--- src/hdl/dgp_defs.svh ---
// register offsets, field positions and reset values of the dual port block
`ifndef DGP_DEFS_SVH
`define DGP_DEFS_SVH

`define DGP_OFF_A_DATA 8'h00
`define DGP_OFF_A_DIR 8'h04
`define DGP_OFF_A_PUL 8'h08
`define DGP_OFF_B_DATA 8'h0C
`define DGP_OFF_B_DIR 8'h10
`define DGP_OFF_B_PUL 8'h14
`define DGP_OFF_STBY 8'h18
`define DGP_OFF_WAKE 8'h1C

`define DGP_RST_LATCH 8'h00
`define DGP_RST_DIR 8'h00
`define DGP_RST_PUL 8'h00
`define DGP_RST_STBY 1'h0
`define DGP_RST_WAKE 4'h0

// port a: bits 0 and 1 are open drain and have no pull-up
`define DGP_A_OD_MASK 8'h03
`define DGP_A_NOPU_MASK 8'h03

// port b pins that can stay open in forced standby
`define DGP_B_SCK_BIT 5
`define DGP_B_SIN_BIT 7

// wake register fields
`define DGP_WAKE_EIC_SCK 0
`define DGP_WAKE_EIC_SIN 1
`define DGP_WAKE_SEL_SCK 2
`define DGP_WAKE_SEL_SIN 3

`define DGP_STBY_SPL_BIT 0
`endif

--- src/hdl/dgp_pkg.sv ---
// types shared by the dual port block
package dgp_pkg;
    typedef logic [7:0] dgp_byte_t;

    typedef enum logic [3:0] {
        DGP_REG_A_DATA,
        DGP_REG_A_DIR,
        DGP_REG_A_PUL,
        DGP_REG_B_DATA,
        DGP_REG_B_DIR,
        DGP_REG_B_PUL,
        DGP_REG_STBY,
        DGP_REG_WAKE,
        DGP_REG_NONE
    } dgp_reg_e;

    typedef struct packed {
        logic [7:0] val;
        logic [7:0] en;
        logic [7:0] pu;
    } dgp_drive_s;
endpackage

--- src/hdl/dgp_sync_if.sv ---
// carrier between the port logic and its pin synchroniser
`timescale 1ns/100ps
interface dgp_sync_if #(
    parameter int N = 12
);
    logic [N-1:0] pin_raw;
    logic [N-1:0] pin_sync;
    modport src (output pin_raw, input pin_sync);
    modport sync (input pin_raw, output pin_sync);
endinterface

--- src/hdl/dgp_pin_sync.sv ---
// two-stage synchroniser for the pin levels
`timescale 1ns/100ps
module dgp_pin_sync #(
    parameter int N = 12
) (
    input wire logic clk_i,
    input wire logic reset_n_i,
    dgp_sync_if.sync sif
);
    logic [N-1:0] stage1_reg;
    logic [N-1:0] stage1_next;
    logic [N-1:0] stage2_reg;
    logic [N-1:0] stage2_next;

    always_comb begin
        stage1_next = sif.pin_raw;
        stage2_next = stage1_reg;
    end

    always_ff @(posedge clk_i or negedge reset_n_i) begin
        if (!reset_n_i) begin
            stage1_reg <= '0;
            stage2_reg <= '0;
        end else begin
            stage1_reg <= stage1_next;
            stage2_reg <= stage2_next;
        end
    end

    assign sif.pin_sync = stage2_reg;
endmodule

--- src/hdl/dgp_top.sv ---
// dual general purpose port: registers, pin drive, read-back and standby forcing
`timescale 1ns/100ps
`include "dgp_defs.svh"

module dgp_top #(
    parameter int A_W = 4,
    parameter int B_W = 8
) (
    input wire logic CLK_SYS_I,
    input wire logic RESET_N_I,
    input wire logic HSEL_I,
    input wire logic [31:0] HADDR_I,
    input wire logic [1:0] HTRANS_I,
    input wire logic HWRITE_I,
    input wire logic [2:0] HSIZE_I,
    input wire logic [31:0] HWDATA_I,
    input wire logic HREADY_I,
    output logic [31:0] HRDATA_O,
    output logic HREADYOUT_O,
    output logic HRESP_O,
    input wire logic READ_MODIFY_WRITE_ACCESS_I,
    input wire logic STANDBY_STOP_WATCH_I,
    input wire logic [A_W-1:0] PERIPH_A_OE_I,
    input wire logic [A_W-1:0] PERIPH_A_OUT_I,
    input wire logic [B_W-1:0] PERIPH_B_OE_I,
    input wire logic [B_W-1:0] PERIPH_B_OUT_I,
    input wire logic [A_W-1:0] PORT_A_PIN_I,
    output logic [A_W-1:0] PORT_A_PIN_O,
    output logic [A_W-1:0] PORT_A_PIN_OE_O,
    output logic [A_W-1:0] PORT_A_PULLUP_O,
    output logic [A_W-1:0] PORT_A_IN_O,
    input wire logic [B_W-1:0] PORT_B_PIN_I,
    output logic [B_W-1:0] PORT_B_PIN_O,
    output logic [B_W-1:0] PORT_B_PIN_OE_O,
    output logic [B_W-1:0] PORT_B_PULLUP_O,
    output logic [B_W-1:0] PORT_B_IN_O
);
    // ----------------------------------------------------------------
    // helpers
    // ----------------------------------------------------------------
    function automatic dgp_pkg::dgp_reg_e decode(input logic [7:0] addr);
        case (addr)
            `DGP_OFF_A_DATA: decode = dgp_pkg::DGP_REG_A_DATA;
            `DGP_OFF_A_DIR: decode = dgp_pkg::DGP_REG_A_DIR;
            `DGP_OFF_A_PUL: decode = dgp_pkg::DGP_REG_A_PUL;
            `DGP_OFF_B_DATA: decode = dgp_pkg::DGP_REG_B_DATA;
            `DGP_OFF_B_DIR: decode = dgp_pkg::DGP_REG_B_DIR;
            `DGP_OFF_B_PUL: decode = dgp_pkg::DGP_REG_B_PUL;
            `DGP_OFF_STBY: decode = dgp_pkg::DGP_REG_STBY;
            `DGP_OFF_WAKE: decode = dgp_pkg::DGP_REG_WAKE;
            default: decode = dgp_pkg::DGP_REG_NONE;
        endcase
    endfunction

    // pin drive of one port, bit n of every vector belongs to pin n
    function automatic dgp_pkg::dgp_drive_s drive(
        input logic [7:0] latch,
        input logic [7:0] dir,
        input logic [7:0] poe,
        input logic [7:0] pout,
        input logic [7:0] pul,
        input logic [7:0] od,
        input logic [7:0] nopu,
        input logic hiz
    );
        dgp_pkg::dgp_drive_s d;
        d.val = (poe & pout) | (~poe & latch);
        d.en = dir | poe;
        d.en = d.en & ~(od & d.val);
        if (hiz) begin
            d.en = 8'h00;
        end
        d.pu = pul & ~nopu & ~(d.en & ~d.val);
        drive = d;
    endfunction

    // data read: latch for general outputs or rmw, pin level otherwise
    function automatic logic [7:0] read_data(
        input logic [7:0] latch,
        input logic [7:0] dir,
        input logic [7:0] poe,
        input logic [7:0] pin,
        input logic read_modify_write_access
    );
        logic [7:0] use_latch;
        use_latch = dir & ~poe;
        if (read_modify_write_access) begin
            read_data = latch;
        end else begin
            read_data = (use_latch & latch) | (~use_latch & pin);
        end
    endfunction

    // ----------------------------------------------------------------
    // pin synchroniser
    // ----------------------------------------------------------------
    dgp_sync_if #(.N(A_W + B_W)) sif ();

    assign sif.pin_raw = {PORT_B_PIN_I, PORT_A_PIN_I};

    dgp_pin_sync #(.N(A_W + B_W)) u_sync (
        .clk_i(CLK_SYS_I),
        .reset_n_i(RESET_N_I),
        .sif(sif)
    );

    logic [7:0] a_pin_sync;
    logic [7:0] b_pin_sync;
    assign a_pin_sync = 8'(sif.pin_sync[A_W-1:0]);
    assign b_pin_sync = 8'(sif.pin_sync[A_W+B_W-1:A_W]);

    // ----------------------------------------------------------------
    // register state
    // ----------------------------------------------------------------
    logic [A_W-1:0] a_latch_reg, a_latch_next;
    logic [A_W-1:0] a_dir_reg, a_dir_next;
    logic [A_W-1:0] a_pul_reg, a_pul_next;
    logic [B_W-1:0] b_latch_reg, b_latch_next;
    logic [B_W-1:0] b_dir_reg, b_dir_next;
    logic [B_W-1:0] b_pul_reg, b_pul_next;
    logic spl_reg, spl_next;
    logic [3:0] wake_reg, wake_next;
    logic dp_write_reg, dp_write_next;
    dgp_pkg::dgp_reg_e dp_sel_reg, dp_sel_next;
    logic [31:0] rdata_reg, rdata_next;

    logic addr_phase;
    dgp_pkg::dgp_reg_e addr_sel;
    logic [7:0] wbyte;
    assign addr_phase = HSEL_I & HTRANS_I[1] & HREADY_I;
    assign addr_sel = decode(HADDR_I[7:0]);
    assign wbyte = HWDATA_I[7:0];

    // writes land at the edge that closes the data phase
    always_comb begin
        a_latch_next = a_latch_reg;
        a_dir_next = a_dir_reg;
        a_pul_next = a_pul_reg;
        b_latch_next = b_latch_reg;
        b_dir_next = b_dir_reg;
        b_pul_next = b_pul_reg;
        spl_next = spl_reg;
        wake_next = wake_reg;
        if (dp_write_reg) begin
            case (dp_sel_reg)
                dgp_pkg::DGP_REG_A_DATA: a_latch_next = wbyte[A_W-1:0];
                dgp_pkg::DGP_REG_A_DIR: a_dir_next = wbyte[A_W-1:0];
                dgp_pkg::DGP_REG_A_PUL: a_pul_next = wbyte[A_W-1:0];
                dgp_pkg::DGP_REG_B_DATA: b_latch_next = wbyte[B_W-1:0];
                dgp_pkg::DGP_REG_B_DIR: b_dir_next = wbyte[B_W-1:0];
                dgp_pkg::DGP_REG_B_PUL: b_pul_next = wbyte[B_W-1:0];
                dgp_pkg::DGP_REG_STBY: spl_next = wbyte[`DGP_STBY_SPL_BIT];
                dgp_pkg::DGP_REG_WAKE: wake_next = wbyte[3:0];
                default: begin
                end
            endcase
        end
    end

    // ----------------------------------------------------------------
    // bus slave: zero wait, read data registered into the data phase
    // ----------------------------------------------------------------
    logic [7:0] a_rd;
    logic [7:0] b_rd;
    logic [7:0] a_in_gated;
    logic [7:0] b_in_gated;

    // next-state values are used so a read right after a write sees it
    assign a_rd = read_data(8'(a_latch_next), 8'(a_dir_next), 8'(PERIPH_A_OE_I),
        a_in_gated, READ_MODIFY_WRITE_ACCESS_I);
    assign b_rd = read_data(8'(b_latch_next), 8'(b_dir_next), 8'(PERIPH_B_OE_I),
        b_in_gated, READ_MODIFY_WRITE_ACCESS_I);

    always_comb begin
        dp_write_next = 1'b0;
        dp_sel_next = dgp_pkg::DGP_REG_NONE;
        rdata_next = 32'h0000_0000;
        if (addr_phase) begin
            dp_write_next = HWRITE_I;
            dp_sel_next = addr_sel;
            if (!HWRITE_I) begin
                case (addr_sel)
                    dgp_pkg::DGP_REG_A_DATA: rdata_next = 32'(a_rd);
                    dgp_pkg::DGP_REG_A_DIR: rdata_next = 32'(a_dir_next);
                    dgp_pkg::DGP_REG_A_PUL: rdata_next = 32'(a_pul_next);
                    dgp_pkg::DGP_REG_B_DATA: rdata_next = 32'(b_rd);
                    dgp_pkg::DGP_REG_B_DIR: rdata_next = 32'(b_dir_next);
                    dgp_pkg::DGP_REG_B_PUL: rdata_next = 32'(b_pul_next);
                    dgp_pkg::DGP_REG_STBY: rdata_next = 32'(spl_next);
                    dgp_pkg::DGP_REG_WAKE: rdata_next = 32'(wake_next);
                    default: rdata_next = 32'h0000_0000;
                endcase
            end
        end
    end

    always_ff @(posedge CLK_SYS_I or negedge RESET_N_I) begin
        if (!RESET_N_I) begin
            a_latch_reg <= A_W'(`DGP_RST_LATCH);
            a_dir_reg <= A_W'(`DGP_RST_DIR);
            a_pul_reg <= A_W'(`DGP_RST_PUL);
            b_latch_reg <= B_W'(`DGP_RST_LATCH);
            b_dir_reg <= B_W'(`DGP_RST_DIR);
            b_pul_reg <= B_W'(`DGP_RST_PUL);
            spl_reg <= `DGP_RST_STBY;
            wake_reg <= `DGP_RST_WAKE;
            dp_write_reg <= 1'b0;
            dp_sel_reg <= dgp_pkg::DGP_REG_NONE;
            rdata_reg <= 32'h0000_0000;
        end else begin
            a_latch_reg <= a_latch_next;
            a_dir_reg <= a_dir_next;
            a_pul_reg <= a_pul_next;
            b_latch_reg <= b_latch_next;
            b_dir_reg <= b_dir_next;
            b_pul_reg <= b_pul_next;
            spl_reg <= spl_next;
            wake_reg <= wake_next;
            dp_write_reg <= dp_write_next;
            dp_sel_reg <= dp_sel_next;
            rdata_reg <= rdata_next;
        end
    end

    assign HRDATA_O = rdata_reg;
    assign HREADYOUT_O = 1'b1;
    assign HRESP_O = 1'b0;

    // ----------------------------------------------------------------
    // standby forcing and input gating
    // ----------------------------------------------------------------
    logic force_hiz;
    logic [7:0] b_keep;
    logic keep_sck;
    logic keep_sin;

    // with the select bit clear nothing is forced, the pins hold state
    assign force_hiz = spl_reg & STANDBY_STOP_WATCH_I;
    assign keep_sck = wake_reg[`DGP_WAKE_EIC_SCK] & wake_reg[`DGP_WAKE_SEL_SCK];
    assign keep_sin = wake_reg[`DGP_WAKE_EIC_SIN] & wake_reg[`DGP_WAKE_SEL_SIN];

    always_comb begin
        b_keep = 8'h00;
        b_keep[`DGP_B_SCK_BIT] = keep_sck;
        b_keep[`DGP_B_SIN_BIT] = keep_sin;
    end

    // blocked inputs read low so an open pin cannot leak
    assign a_in_gated = force_hiz ? 8'h00 : a_pin_sync;
    assign b_in_gated = force_hiz ? (b_pin_sync & b_keep) : b_pin_sync;

    // ----------------------------------------------------------------
    // pin outputs, registered
    // ----------------------------------------------------------------
    dgp_pkg::dgp_drive_s a_drv;
    dgp_pkg::dgp_drive_s b_drv;

    assign a_drv = drive(8'(a_latch_reg), 8'(a_dir_reg), 8'(PERIPH_A_OE_I),
        8'(PERIPH_A_OUT_I), 8'(a_pul_reg), `DGP_A_OD_MASK, `DGP_A_NOPU_MASK,
        force_hiz);
    assign b_drv = drive(8'(b_latch_reg), 8'(b_dir_reg), 8'(PERIPH_B_OE_I),
        8'(PERIPH_B_OUT_I), 8'(b_pul_reg), 8'h00, 8'h00, force_hiz);

    logic [A_W-1:0] a_o_reg, a_o_next;
    logic [A_W-1:0] a_oe_reg, a_oe_next;
    logic [A_W-1:0] a_pu_reg, a_pu_next;
    logic [A_W-1:0] a_in_reg, a_in_next;
    logic [B_W-1:0] b_o_reg, b_o_next;
    logic [B_W-1:0] b_oe_reg, b_oe_next;
    logic [B_W-1:0] b_pu_reg, b_pu_next;
    logic [B_W-1:0] b_in_reg, b_in_next;

    always_comb begin
        // open drain pins only ever drive low
        a_o_next = a_drv.val[A_W-1:0] & ~A_W'(`DGP_A_OD_MASK);
        a_oe_next = a_drv.en[A_W-1:0];
        a_pu_next = a_drv.pu[A_W-1:0];
        a_in_next = a_in_gated[A_W-1:0];
        b_o_next = b_drv.val[B_W-1:0];
        b_oe_next = b_drv.en[B_W-1:0];
        b_pu_next = b_drv.pu[B_W-1:0];
        b_in_next = b_in_gated[B_W-1:0];
    end

    always_ff @(posedge CLK_SYS_I or negedge RESET_N_I) begin
        if (!RESET_N_I) begin
            a_o_reg <= '0;
            a_oe_reg <= '0;
            a_pu_reg <= '0;
            a_in_reg <= '0;
            b_o_reg <= '0;
            b_oe_reg <= '0;
            b_pu_reg <= '0;
            b_in_reg <= '0;
        end else begin
            a_o_reg <= a_o_next;
            a_oe_reg <= a_oe_next;
            a_pu_reg <= a_pu_next;
            a_in_reg <= a_in_next;
            b_o_reg <= b_o_next;
            b_oe_reg <= b_oe_next;
            b_pu_reg <= b_pu_next;
            b_in_reg <= b_in_next;
        end
    end

    assign PORT_A_PIN_O = a_o_reg;
    assign PORT_A_PIN_OE_O = a_oe_reg;
    assign PORT_A_PULLUP_O = a_pu_reg;
    assign PORT_A_IN_O = a_in_reg;
    assign PORT_B_PIN_O = b_o_reg;
    assign PORT_B_PIN_OE_O = b_oe_reg;
    assign PORT_B_PULLUP_O = b_pu_reg;
    assign PORT_B_IN_O = b_in_reg;
endmodule

--- config.mk ---
export PLATFORM = sky130hd
export DESIGN_NAME = dgp_top
export DESIGN_NICKNAME = d
export VERILOG_FILES = /design/src/hdl/dgp_pkg.sv /design/src/hdl/dgp_sync_if.sv /design/src/hdl/dgp_pin_sync.sv /design/src/hdl/dgp_top.sv
export VERILOG_INCLUDE_DIRS = /design/src /design/src/hdl
export SDC_FILE = /design/constraint.sdc
export NUM_CORES = 1
export LEC_CHECK = 0
export BUFFER_PORTS_ARGS = -buffer_cell sky130_fd_sc_hd__buf_2
export CAP_MARGIN = 5
export CORE_ASPECT_RATIO = 0.6
export CORE_UTILIZATION = 32
export DETAILED_ROUTE_END_ITERATION = 8
export PLACE_DENSITY = 0.55
export SYNTH_ARGS = -nofsm -noshare
export SYNTH_HDL_FRONTEND = slang
export SYNTH_SLANG_ARGS = --single-unit
--- constraint.sdc ---
create_clock -name CLK_SYS_I -period 3.4 [get_ports CLK_SYS_I]
set_input_delay 0.34 -clock CLK_SYS_I [delete_from_list [all_inputs] [get_ports CLK_SYS_I]]
set_output_delay 0.34 -clock CLK_SYS_I [all_outputs]
set_load 0.01 [all_outputs]
; Word-level counts from Yosys, hierarchy flattened
; Memories as Yosys holds them, arrays and structs flattened.
; Index checks and enable logic that the tools add are counted.
[op_classes]
n_eq_ne = 14
bitwise_logic = 36
n_reduce_logical = 3
muxes = 28
[ops]
columns = op, count
row1 = $mux 8, 12
row2 = $and 8x8->8, 9
row3 = $pmux 8 s8, 1
row4 = $mux 4, 12
row5 = $not 8->8, 5
row6 = $eq 4x3->1 const B, 8
row7 = $or 8x8->8, 4
row8 = $and 4x4->4, 5
row9 = $eq 4x2->1 const B, 4
row10 = $and 4x8->8, 1
row11 = $and 8x4->8, 1
row12 = $eq 4x1->1 const B, 2
row13 = $logic_not 4->1, 2
row14 = $not 4->4, 2
row15 = $not 4->8, 1
row16 = $or 4x4->4, 2
row17 = $and 1x1->1, 5
row18 = $not 2->4, 1
row19 = $logic_not 3->1, 1
row20 = $mux 1, 3
[word_totals]
romBits = 128
out_inout_bits = 82
ff_bits = 148
memories = 1
wordCells = 103
[mem_list]
columns = memory, words, word_bits, rd, rd_ports_with_merged_regs, wr, line
row1 = (name not given), 32, 4, 1, 0, 0, dgp_top.sv:42  ; case (addr)

; Logic depth before layout (Yosys ltp)
; Gate-level depths: netlist of run 1.
[logic_depth]
word_depth = 11
mapped_depth = 8
depth_no_buf = 6

; Cells and area by module
; A second synthesis of run 1 with hierarchy kept.
[hier_totals]
hier_cells = 422
area_unflattened_um2 = 5152.4
[by_module_without_submodules]
columns = mod, cells_each, n_inst, seq_area_each_um2, area_each_um2
row1 = dgp_top, 398, 1, 2453.6, 4551.9
row2 = dgp_pin_sync, 24, 1, 600.6, 600.6

; Worst setup path before layout of run 1
; No wires, ideal clock.
[synth_path]
path_type = register to register
startpoint = register dp_sel_reg[1]
endpoint = register rdata_reg[0] (netlist: HRDATA_O[0])
path_slack_ns = 1.222
path_buffers = 1
arrival_time_ns = 2.040
path_stages_with_launch = 8
path_cell_list = dfrtp_1 buf_2 or2_2 nor2_2 mux2_2 a221o_1 a22oi_1 a31oi_1
[synth_via]
elab_cells_between_ends = 39
[synth_lines]
columns = item, line
row1 = from (decl), dgp_top.sv:124  ; dgp_pkg::dgp_reg_e dp_sel_reg, dp_sel_next;
row2 = from (signal assigned), dgp_top.sv:208  ; dp_sel_reg <= dgp_pkg::DGP_REG_NONE;
row3 = from (signal assigned), dgp_top.sv:220  ; dp_sel_reg <= dp_sel_next;
row4 = $eq 4x3->1, dgp_top.sv:145  ; case (dp_sel_reg)
row5 = $mux 8, dgp_top.sv:145
row6 = $mux 8, dgp_top.sv:144  ; if (dp_write_reg) begin
row7 = net b_pul_next[0], dgp_top.sv:120  ; logic [B_W-1:0] b_pul_reg, b_pul_next;
row8 = $pmux 8 s8, dgp_top.sv:182  ; case (addr_sel)
row9 = $mux 8, dgp_top.sv:181  ; if (!HWRITE_I) begin
row10 = $mux 8, dgp_top.sv:178  ; if (addr_phase) begin
row11 = net rdata_next[0], dgp_top.sv:125  ; logic [31:0] rdata_reg, rdata_next;
row12 = to (signal assigned), dgp_top.sv:221  ; rdata_reg <= rdata_next;
row13 = to (decl), dgp_top.sv:125
; The timed path passes the listed nets, and every way through them passes these cells.

; Final worst setup path of run 1
[layout_path]
startpoint = register dp_sel_reg[1]
endpoint = register rdata_reg[0] (netlist: HRDATA_O[0])
[layout_via]
elab_cells_between_ends = 39
[layout_lines]
columns = item, line
row1 = $logic_not 4->1 *, dgp_top.sv:145
row2 = $mux 4 *, dgp_top.sv:145
row3 = $mux 4 *, dgp_top.sv:144
row4 = net a_latch_next[0], dgp_top.sv:115  ; logic [A_W-1:0] a_latch_reg, a_latch_next;
row5 = $and 8x4->8, dgp_top.sv:90  ; read_data = (use_latch & latch) | (~use_latch & pin);
row6 = $or 8x8->8, dgp_top.sv:90
row7 = $mux 8 *, dgp_top.sv:87  ; if (read_modify_write_access) begin
row8 = $pmux 8 s8 *, dgp_top.sv:182
row9 = $mux 8 *, dgp_top.sv:181
row10 = $mux 8 *, dgp_top.sv:178
row11 = net rdata_next[0], dgp_top.sv:125
; Mark *: on every way through the listed nets, which the timed path passes. The rest lies on a longest branch.

==> metrics, run 1 <==
share of the synthesized area in the top cell type 58.9%; peak fanout along the critical path 9; router iterations before antenna repair 8; sum of negative setup slack 0 ps; total via count after detailed routing 3560; via count of the first global-routing pass 3651; number of buffers created by CTS 17; average wire per standard cell 17.3 um; final net count 652; routability cong. 0.865; buffers from clock root to sink, at most 2; final slew viol count 0; Ys Warns 0; depth of the CTS H-tree 4; hold slack -14.9 ps; cell leakage power 0.00306 uW; longest individual stage delay on the worst path 490 ps; clock tree sinks 122; count of pins on the block boundary 194; most common library cells after synthesis sky130_fd_sc_hd__dfrtp_1 (121), sky130_fd_sc_hd__mux2_2 (41), sky130_fd_sc_hd__buf_4 (30); most common cell in the synthesized netlist sky130_fd_sc_hd__dfrtp_1; remaining global-route overflow 0; outcome complete, but fails checks; worst reg2reg path endpoint HRDATA_O[0]; reg2reg setup slack 980 ps; count of buffers inserted at the top-level ports 111; Reg-to-Reg Start dp_sel_reg[1]; setup repair after global routing missed its margin no; Avg Inst Size Synth 12.2 um2; antenna violations before repair 0; post-CTS setup buffers 0; 1st-iter DRT viols 259; antenna viol nets, final 0; final design utilization 41.2%; DIE WIDTH 166 um; detailed placement HPWL 9.42 mm; CP cell instances nor3_2 > nand3b_1 > mux2_2 > o21bai_1 > o311ai_0 > a31oi_1; number of cell rows 35; cts-stage hold buffer count 0; floorplan core area 15500 um2; share of flip-flops with an asynchronous set or reset 100%; capturing element type of the critical path register; overall power 3430 uW; detailed-route DRC error count 26; Post-Syn Area 5140 um2; wire length of the first global-routing pass 20.7 mm; sum of routed wire length over all layers 13.1 mm; final-report hold violation count 49; power density of the placed cells 537 nW/um2; Slew headroom 48.3%; post-synthesis cell type count 54; clock insertion delay at the later pin of the skew report 410 ps; cells taking the most area after synthesis sky130_fd_sc_hd__dfrtp_1 (59%), sky130_fd_sc_hd__mux2_2 (9.0%), sky130_fd_sc_hd__buf_4 (4.4%), sky130_fd_sc_hd__mux2i_1 (2.5%), sky130_fd_sc_hd__and2_1 (2.3%); total placed instance area 5820 um2; arrival time of the worst setup path 2670 ps; share of post-route cells with drive strength above 1 35.3%; slowest CP cell sky130_fd_sc_hd__dfrtp_1; Register-to-Register Path Depth 6; predominant post-synthesis flop cell sky130_fd_sc_hd__dfrtp_1; clock tree from TritonCTS built; Syn Inst Count 421; Final Skew 9.44 ps; transition time at the pin with the least slew margin 756 ps; required time worst endpoint 3640 ps; kind of start point of the critical path register; Max IR drop VDD 0.000328 V; share of the yosys chip area belonging to registers 59.4%; period utilisation layout 71.2%; number of enable flip-flop cells after synthesis 0; pin count of the biggest net entering global routing 73; Vias per Instance 4.70; Total GRT Usage 16.9%; CTS resizes 0; #FFs+latches synth 122; DIE HEIGHT 100 um; category of the most critical setup path reg -> reg; Max Cap Violations 0; CTS Root Buffer Type sky130_fd_sc_hd__clkbuf_16; type of the tightest min-delay check in -> async; timing-limited maximum frequency 413 MHz; post-layout min period 2420 ps; initial cell density of the core 33.2%; Syn-to-layout area delta 24.3%; fin area 6390 um2; register clock-pin slew on the reported worst setup and hold paths 60 ps; cell taking the most area after synthesis sky130_fd_sc_hd__dfrtp_1; violated checks DRC, hold timing; number of setup violations in the final report 0; area of the die 16600 um2
==> worst max-delay path by stage <==
stage / end / slack [ps] / depth (start not counted) / from
detailed placement: HRDATA_O[6] / 950 / 7 / HADDR_I[0]
finish: HRDATA_O[0] / 980 / 6 / dp_sel_reg[1]
CTS: HRDATA_O[0] / 1010 / 6 / dp_sel_reg[1]
floorplan: HRDATA_O[0] / 1220 / 7 / dp_sel_reg[1]
global route: HRDATA_O[0] / 850 / 6 / dp_sel_reg[2]
global placement: HRDATA_O[0] / 930 / 7 / HADDR_I[0]
==> logic make-up (layout without fill, tap and decap cells) <==
group	after synthesis	after routing	share of synthesized area (%)
mux	55	55	11.8
other cells	2	31	0.146
simple gates	91	91	10.4
flops	122	122	59.4
compound gates	83	83	11.0
buf+inv	68	172	7.23
==> layout by cell type (no fill, tap or decap), drive strengths merged, types with 3 or more instances in the layout <==
cell type	Yosys	routed
dfrtp	121	121
buf	32	115
mux2	42	42
conb	2	30
inv	25	28
and2	20	20
clkbuf	11	19
o21ai	14	14
a21oi	14	14
nor2	14	14
nand2	13	13
mux2i	13	13
o21a	10	10
nand2b	8	8
nand3	7	7
o21bai	7	7
a22oi	6	6
a31oi	6	6
nor3	6	6
clkinv	0	6
o22ai	5	5
nand3b	3	3
nor2b	3	3
o211a	3	3
o311ai	3	3
clkinvlp	0	3
==> where the power goes <==
| group | internal (uW) | switching [uW] | leakage [uW] | total (uW) |
|---|---|---|---|---|
| Combinational | 80.1 | 136 | 0.00129 | 216 |
| Sequential | 1500 | 15.1 | 0.00150 | 1510 |
| Clock | 1030 | 672 | 0.000270 | 1700 |
| Total | 2610 | 823 | 0.00306 | 3430 |
==> critical path, delay by kind of cell, from the launching register on <==
| family | cells | cell delay (ps) |
|---|---|---|
| AOI/OAI and AO/OA | 3 | 550 |
| and+or+nand+nor | 2 | 840 |
| DFF | 1 | 490 |
| muxes | 1 | 380 |
==> cell type report <==
cell class,count,area (um2)
fill,1495,9110
sequential,122,3050
multi-input combinational,259,1820
timing repair buffer,115,601
clock buffer,19,443
tap,203,254
clock inverter,13,120
inverter,25,93.8
antenna,1,2.50
==> metal layers <==
metal	GRT usage, %	vias up	wire, um
met4	5.10	0	112
met1	25.0	1764	6580
met3	5.09	12	965
li1	-	1667	-
met5	0	-	0
met2	23.6	117	5410
==> metrics by stage <==
step / std cells / setup slack (ps) / hold WS, ps
finish: 757 / 978 / -14.9
detailed placement: 724 / 948 / 335
CTS: 756 / 1010 / 0.820
floorplan: 449 / 1220 / 44.4
global placement: 724 / 928 / 334
global route: 756 / 854 / 17.0
(Power assumes the default switching activity.)
==> run 2, diff against run 1 <==
Clock period 3.4 ns to 2.41 ns, I/O delays scaled along.
==> run 2 against run 1 <==
- sequential power up 42%
- critical path type unchanged
- the flow finishes with violations (DRC)
- clock power up 57%
- sequential cell count did not move
==> metrics, run 2 (synthesis results as in run 1) <==
area taken by multi-input logic gates 1820 um2 (unchanged); final slew viol count 0 (unchanged); net switching power figure 1130 uW (+37%); clock tree sinks 122 (unchanged); Comb pwr share 6.4% (about the same); post-layout min period 2230 ps (-196 ps); area occupied by registers 3060 um2 (about the same); pin count of the biggest net entering global routing 52 (-29%); remaining global-route overflow 0 (unchanged); Syn-to-layout area delta 29.8%; outcome complete, but fails checks; Total GRT Usage 17.1% (+0.16 points); sum of negative setup slack 0 ps (unchanged); metal1 wirelength 6.71 mm (+2.0%); number of cell rows 35 (unchanged); via count of the first global-routing pass 3728 (+2.1%); 1st-iter DRT viols 177 (-32%); length of routed met2 wiring 5.52 mm (+2.1%); Vias per Instance 4.66 (-0.99%); final antenna diode count 0 (-1); net switching share of the total power 22.1% (-1.9 points); router iterations before antenna repair 7 (-1); count of pins on the block boundary 194 (unchanged); post-CTS setup buffers 0 (unchanged); count of buffers inserted at the top-level ports 111 (unchanged); period utilisation layout 92.3% (+21 points); transition time at the pin with the least slew margin 710 ps (-46.2 ps); most common cell after layout, fill and taps aside sky130_fd_sc_hd__dfrtp_1; number of filler instances in the final layout 1471 (-1.6%); buffers and inverters on the worst path 1 (+1); family with the most delay on the worst path simple AND/OR/NAND/NOR gates; antenna viol nets, final 0 (unchanged); DIE WIDTH 166 um (unchanged); category of the most critical setup path reg -> reg; number of buffers created by CTS 17 (unchanged); final-report hold violation count 0 (-100%); detailed-route DRC error count 14 (-46%); number of setup violations in the final report 0 (unchanged); depth of the CTS H-tree 4 (unchanged); initial cell density of the core 33.2% (unchanged); setup repair after global routing missed its margin no; metal3 WL 1.06 mm (+9.5%); floorplan core area 15500 um2 (unchanged); violated checks DRC; buffers from clock root to sink, at most 2 (unchanged); internal power consumption 4000 uW (+53%); clock tree from TritonCTS built; register clock-pin slew on the reported worst setup and hold paths 60 ps (about the same); average wire per standard cell 17.1 um (-0.93%); power density of the placed cells 768 nW/um2 (+43%); type of the tightest min-delay check in -> reg; Max IR drop VDD 0.000355 V (+8.5%); peak fanout along the critical path 9 (unchanged); routability cong. 0.875 (+1.2%); arrival time of the worst setup path 2490 ps (-180 ps); slowest CP cell sky130_fd_sc_hd__or4b_4; Final Skew 26.0 ps (+16.5 ps); wire length of the first global-routing pass 21.1 mm (+2.0%); CTS Root Buffer Type sky130_fd_sc_hd__clkbuf_16; sum of routed wire length over all layers 13.3 mm (+2.1%); antenna violations before repair 0 (unchanged); top layer in use met4; CP cell instances nand2b_4 > or4b_4 > buf_4 > mux2_2 > a22o_1 > a211oi_1 > a31oi_1; clock insertion delay at the later pin of the skew report 420 ps (about the same); detailed placement HPWL 9.78 mm (+3.9%); capturing element type of the critical path register; timing-limited maximum frequency 449 MHz (+8.8%); DIE HEIGHT 100 um (unchanged); final design utilization 43.1% (+1.8 points); total via count after detailed routing 3632 (+2.0%); share of post-route cells with drive strength above 1 35.7% (+0.44 points); clock network fraction of total power 52.0% (+2.4 points); area of the die 16600 um2 (unchanged); power share of the sequential group 41.7% (-2.4 points); final net count 677 (+3.8%); Slew headroom 52.6% (+4.4 points); cell leakage power 0.00321 uW (+4.7%); Max Cap Violations 0 (unchanged); kind of start point of the critical path register; longest individual stage delay on the worst path 520 ps (+30 ps); required time worst endpoint 2670 ps (-970 ps); most used cells in the layout excluding fill and tap cells sky130_fd_sc_hd__dfrtp_1 (120), sky130_fd_sc_hd__buf_2 (110), sky130_fd_sc_hd__mux2_2 (41), sky130_fd_sc_hd__conb_1 (30), sky130_fd_sc_hd__inv_1 (25)
run 2: worst paths after layout:
kind	startpoint	to	slack (ps)	cells after the start
worst max-delay path	dp_sel_reg[3]	HRDATA_O[1]	180	7
worst min-delay path	STANDBY_STOP_WATCH_I	PORT_A_PIN_OE_O[0]	20	2
worst max register to register	dp_sel_reg[3]	HRDATA_O[1]	180	7
worst min register to register	u_sync.stage1_reg[4]	u_sync.sif.pin_sync[4]	350	0
max in group asynchronous	RESET_N_I	u_sync.sif.pin_sync[1]	1300	3
min in group asynchronous	RESET_N_I	PORT_B_PULLUP_O[0]	430	2
run 2: final cells by class:
type,instances,area share (%)
flip-flops and latches,122,45.8
clock buffers,20,6.69
multi-input cells,259,27.3
well taps,203,3.81
clock inverters,11,2.57
repair buffers,140,12.5
inverters,25,1.41
run 2: per-layer routing:
metal  up-vias  track usage (%)
met1      1806             24.9
met4         0             5.39
li1       1717                -
met3         4             5.24
met5         -                0
met2       105             24.1
run 2: per-stage QoR:
| stage | cell area [um2] | setup WS [ps] | power [uW] | hold WS, ps | instances |
|---|---|---|---|---|---|
| after floorplan | 5250 | 232 | 2340 | -54.6 | 449 |
| after global placement | 5930 | 149 | 2480 | 334 | 736 |
| after detailed placement | 5930 | 132 | 2480 | 335 | 736 |
| after CTS | 6670 | 117 | 5180 | 14.6 | 780 |
| after global routing | 6680 | 79.9 | 5330 | 49.6 | 780 |
| final | 6680 | 185 | 5130 | 21.9 | 780 |
run 2: power by group through the flow:
stage	clock network, uW	registers (uW)	logic, uW
global placement	0	2170	309
global route	2820	2140	365
CTS	2710	2140	330
finish	2670	2140	326
floorplan	0	2190	157
detailed placement	0	2170	313
run 2: repair_timing:
action,CTS,global route
hold buffers,13,0
gates resized for setup,0,1
endpoints found under the setup margin,0,1
hold endpoints to repair,60,0
==> run 3, diff against run 2 <==
Settings changed: CORE_ASPECT_RATIO 0.6 to not set.
==> run 3 against run 2 <==
- cell count rose by 1.2%
- critical path depth shrank 1
- highest routed layer unchanged
- cell area grew 0.41%
- wire length fell by 2.4%
- the run now ends clean
- register-to-register slack hardly changed
- die area decreased by 0.10%
- combinational power about the same
==> metrics, run 3 (synthesis results as in run 1) <==
number of cell rows 45 (+29%); final antenna diode count 0 (unchanged); clock tree from TritonCTS built; startpoint of the worst hold path STANDBY_STOP_WATCH_I; total via count after detailed routing 3642 (+0.28%); period utilisation layout 92.9% (+0.53 points); power density of the placed cells 777 nW/um2 (+1.1%); GR Util met3 5.74% (+0.49 points); 1st-iter DRT viols 176 (-0.56%); most common cell after layout, fill and taps aside sky130_fd_sc_hd__dfrtp_1; area of the die 16600 um2 (-0.10%); clock insertion delay at the later pin of the skew report 420 ps (about the same); DIE HEIGHT 129 um (+29%); floorplan core area 15400 um2 (-0.48%); required time worst endpoint 2680 ps (about the same); timing-limited maximum frequency 447 MHz (-0.57%); kind of start point of the critical path register; outcome finished clean; share of post-route cells with drive strength above 1 36.0% (+0.28 points); number of filler instances in the final layout 1501 (+2.0%); detailed placement HPWL 9.56 mm (-2.3%); final design utilization 43.4% (+0.39 points); category of the most critical setup path reg -> reg; type of the tightest min-delay check in -> reg; number of instances on the worst hold path 2 (unchanged); final-report hold violation count 0 (unchanged); most used cells in the layout excluding fill and tap cells sky130_fd_sc_hd__dfrtp_1 (120), sky130_fd_sc_hd__buf_2 (110), sky130_fd_sc_hd__mux2_2 (41), sky130_fd_sc_hd__conb_1 (30), sky130_fd_sc_hd__inv_1 (25); final net count 677 (unchanged); average wire per standard cell 16.5 um (-3.5%); count of pins on the block boundary 194 (unchanged); Max IR drop VDD 0.000464 V (+31%); router iterations before antenna repair 4 (-3); DIE WIDTH 129 um (-22%); Reg-to-Reg Start dp_sel_reg[3]; number of setup violations in the final report 0 (unchanged); wire length of the first global-routing pass 20.6 mm (-2.4%); remaining global-route overflow 0 (unchanged); GR Layer Usage met1 21.3% (-3.6 points); register clock-pin slew on the reported worst setup and hold paths 60 ps (about the same); Max Cap Violations 0 (unchanged); antenna violations before repair 0 (unchanged); depth of the CTS H-tree 4 (unchanged); detailed-route DRC error count 0 (-14); pin count of the biggest net entering global routing 47 (-9.6%); final slew viol count 0 (unchanged); setup repair after global routing missed its margin no; Total GRT Usage 17.2% (+0.068 points); count of buffers inserted at the top-level ports 111 (unchanged); clock tree sinks 122 (unchanged); Syn-to-layout area delta 30.4%; CTS Root Buffer Type sky130_fd_sc_hd__clkbuf_16; sum of negative setup slack 0 ps (unchanged); routability cong. 0.839 (-4.2%); via count of the first global-routing pass 3782 (+1.4%); number of buffers created by CTS 17 (unchanged); arrival time of the worst setup path 2510 ps (+20 ps); peak fanout along the critical path 9 (unchanged); initial cell density of the core 33.3% (+0.16 points); Vias per Instance 4.62 (-0.87%); Final Skew 10.9 ps (-15.1 ps); post-layout min period 2240 ps (+12.7 ps); Slew headroom 57.8% (+5.1 points); launching instance or port of the critical path dp_sel_reg[3]; buffers from clock root to sink, at most 2 (unchanged); capturing element type of the critical path register; met2 Use GR 27.7% (+3.6 points); antenna viol nets, final 0 (unchanged); transition time at the pin with the least slew margin 634 ps (-76.5 ps); sum of routed wire length over all layers 13.0 mm (-2.4%); busiest metal layer after global routing met2; Register-to-Register Path Depth 6 (-1); cell leakage power 0.00322 uW (+0.37%)
run 3: cell count changes in the layout (fill, tap and decap cells not counted), sizes merged:
cell    previous run  this run
bufinv             4         5
clkbuf            20        19
clkinv             5         6
run 3: cell type report:
class	instances	area, um2	area share (%)
Multi-Input combinational cell	259	1830	27.3
Clock inverter	13	199	2.97
Inverter	25	93.8	1.40
Timing Repair Buffer	140	821	12.2
Tap cell	211	264	3.94
Clock buffer	19	443	6.61
Sequential cell	122	3060	45.6
run 3: through the flow:
step	power [uW]	instance area (um2)	worst slack, ps	cells	hold slack, ps
final	5210	6700	172	789	33.2
after global routing	5410	6700	107	789	26.6
after CTS	5270	6700	108	789	14.8
after detailed placement	2490	5920	148	744	305
after global placement	2480	5920	141	744	295
after floorplan	2340	5250	232	449	-54.6
run 3: repair_timing:
item	4_1_cts	5_1_grt
setup endpoints to repair	0	3
resized for setup	0	2
hold endpoints to repair	54	0
hold buffers	13	0
buffers inserted	0	0
run 3: path summary, 6_finish.rpt:
check / slack [ps] / end
max: 170 / HRDATA_O[0]
min: 30 / PORT_A_PIN_OE_O[0]
max reg2reg: 170 / HRDATA_O[0]
min reg2reg: 340 / u_sync.sif.pin_sync[3]
max in group asynchronous: 1340 / b_pul_reg[3]
min in group asynchronous: 370 / PORT_A_PULLUP_O[3]
run 3: metal layers:
metal  wire (um)  part of all wire [%]
met1        5760                    44
met2        6230                    48
met3         872                   6.7
met4         140                   1.1
met5           0                     0
run 3: power by group:
| part | switching (uW) | internal [uW] | total, uW | leakage (uW) |
|---|---|---|---|---|
| logic | 194 | 131 | 325 | 0.00141 |
| clock network | 895 | 1850 | 2750 | 0.000312 |
| registers | 21.0 | 2120 | 2140 | 0.00150 |
| total | 1110 | 4100 | 5210 | 0.00322 |
run 3: critical path: stages (launching register included):
cell and delay, ps:
sky130_fd_sc_hd__dfstp_2 420, sky130_fd_sc_hd__nand2b_4 180, sky130_fd_sc_hd__or4b_4 530, sky130_fd_sc_hd__mux2_4 320, sky130_fd_sc_hd__a221o_1 340, sky130_fd_sc_hd__a22oi_1 180
sky130_fd_sc_hd__a31oi_1 120
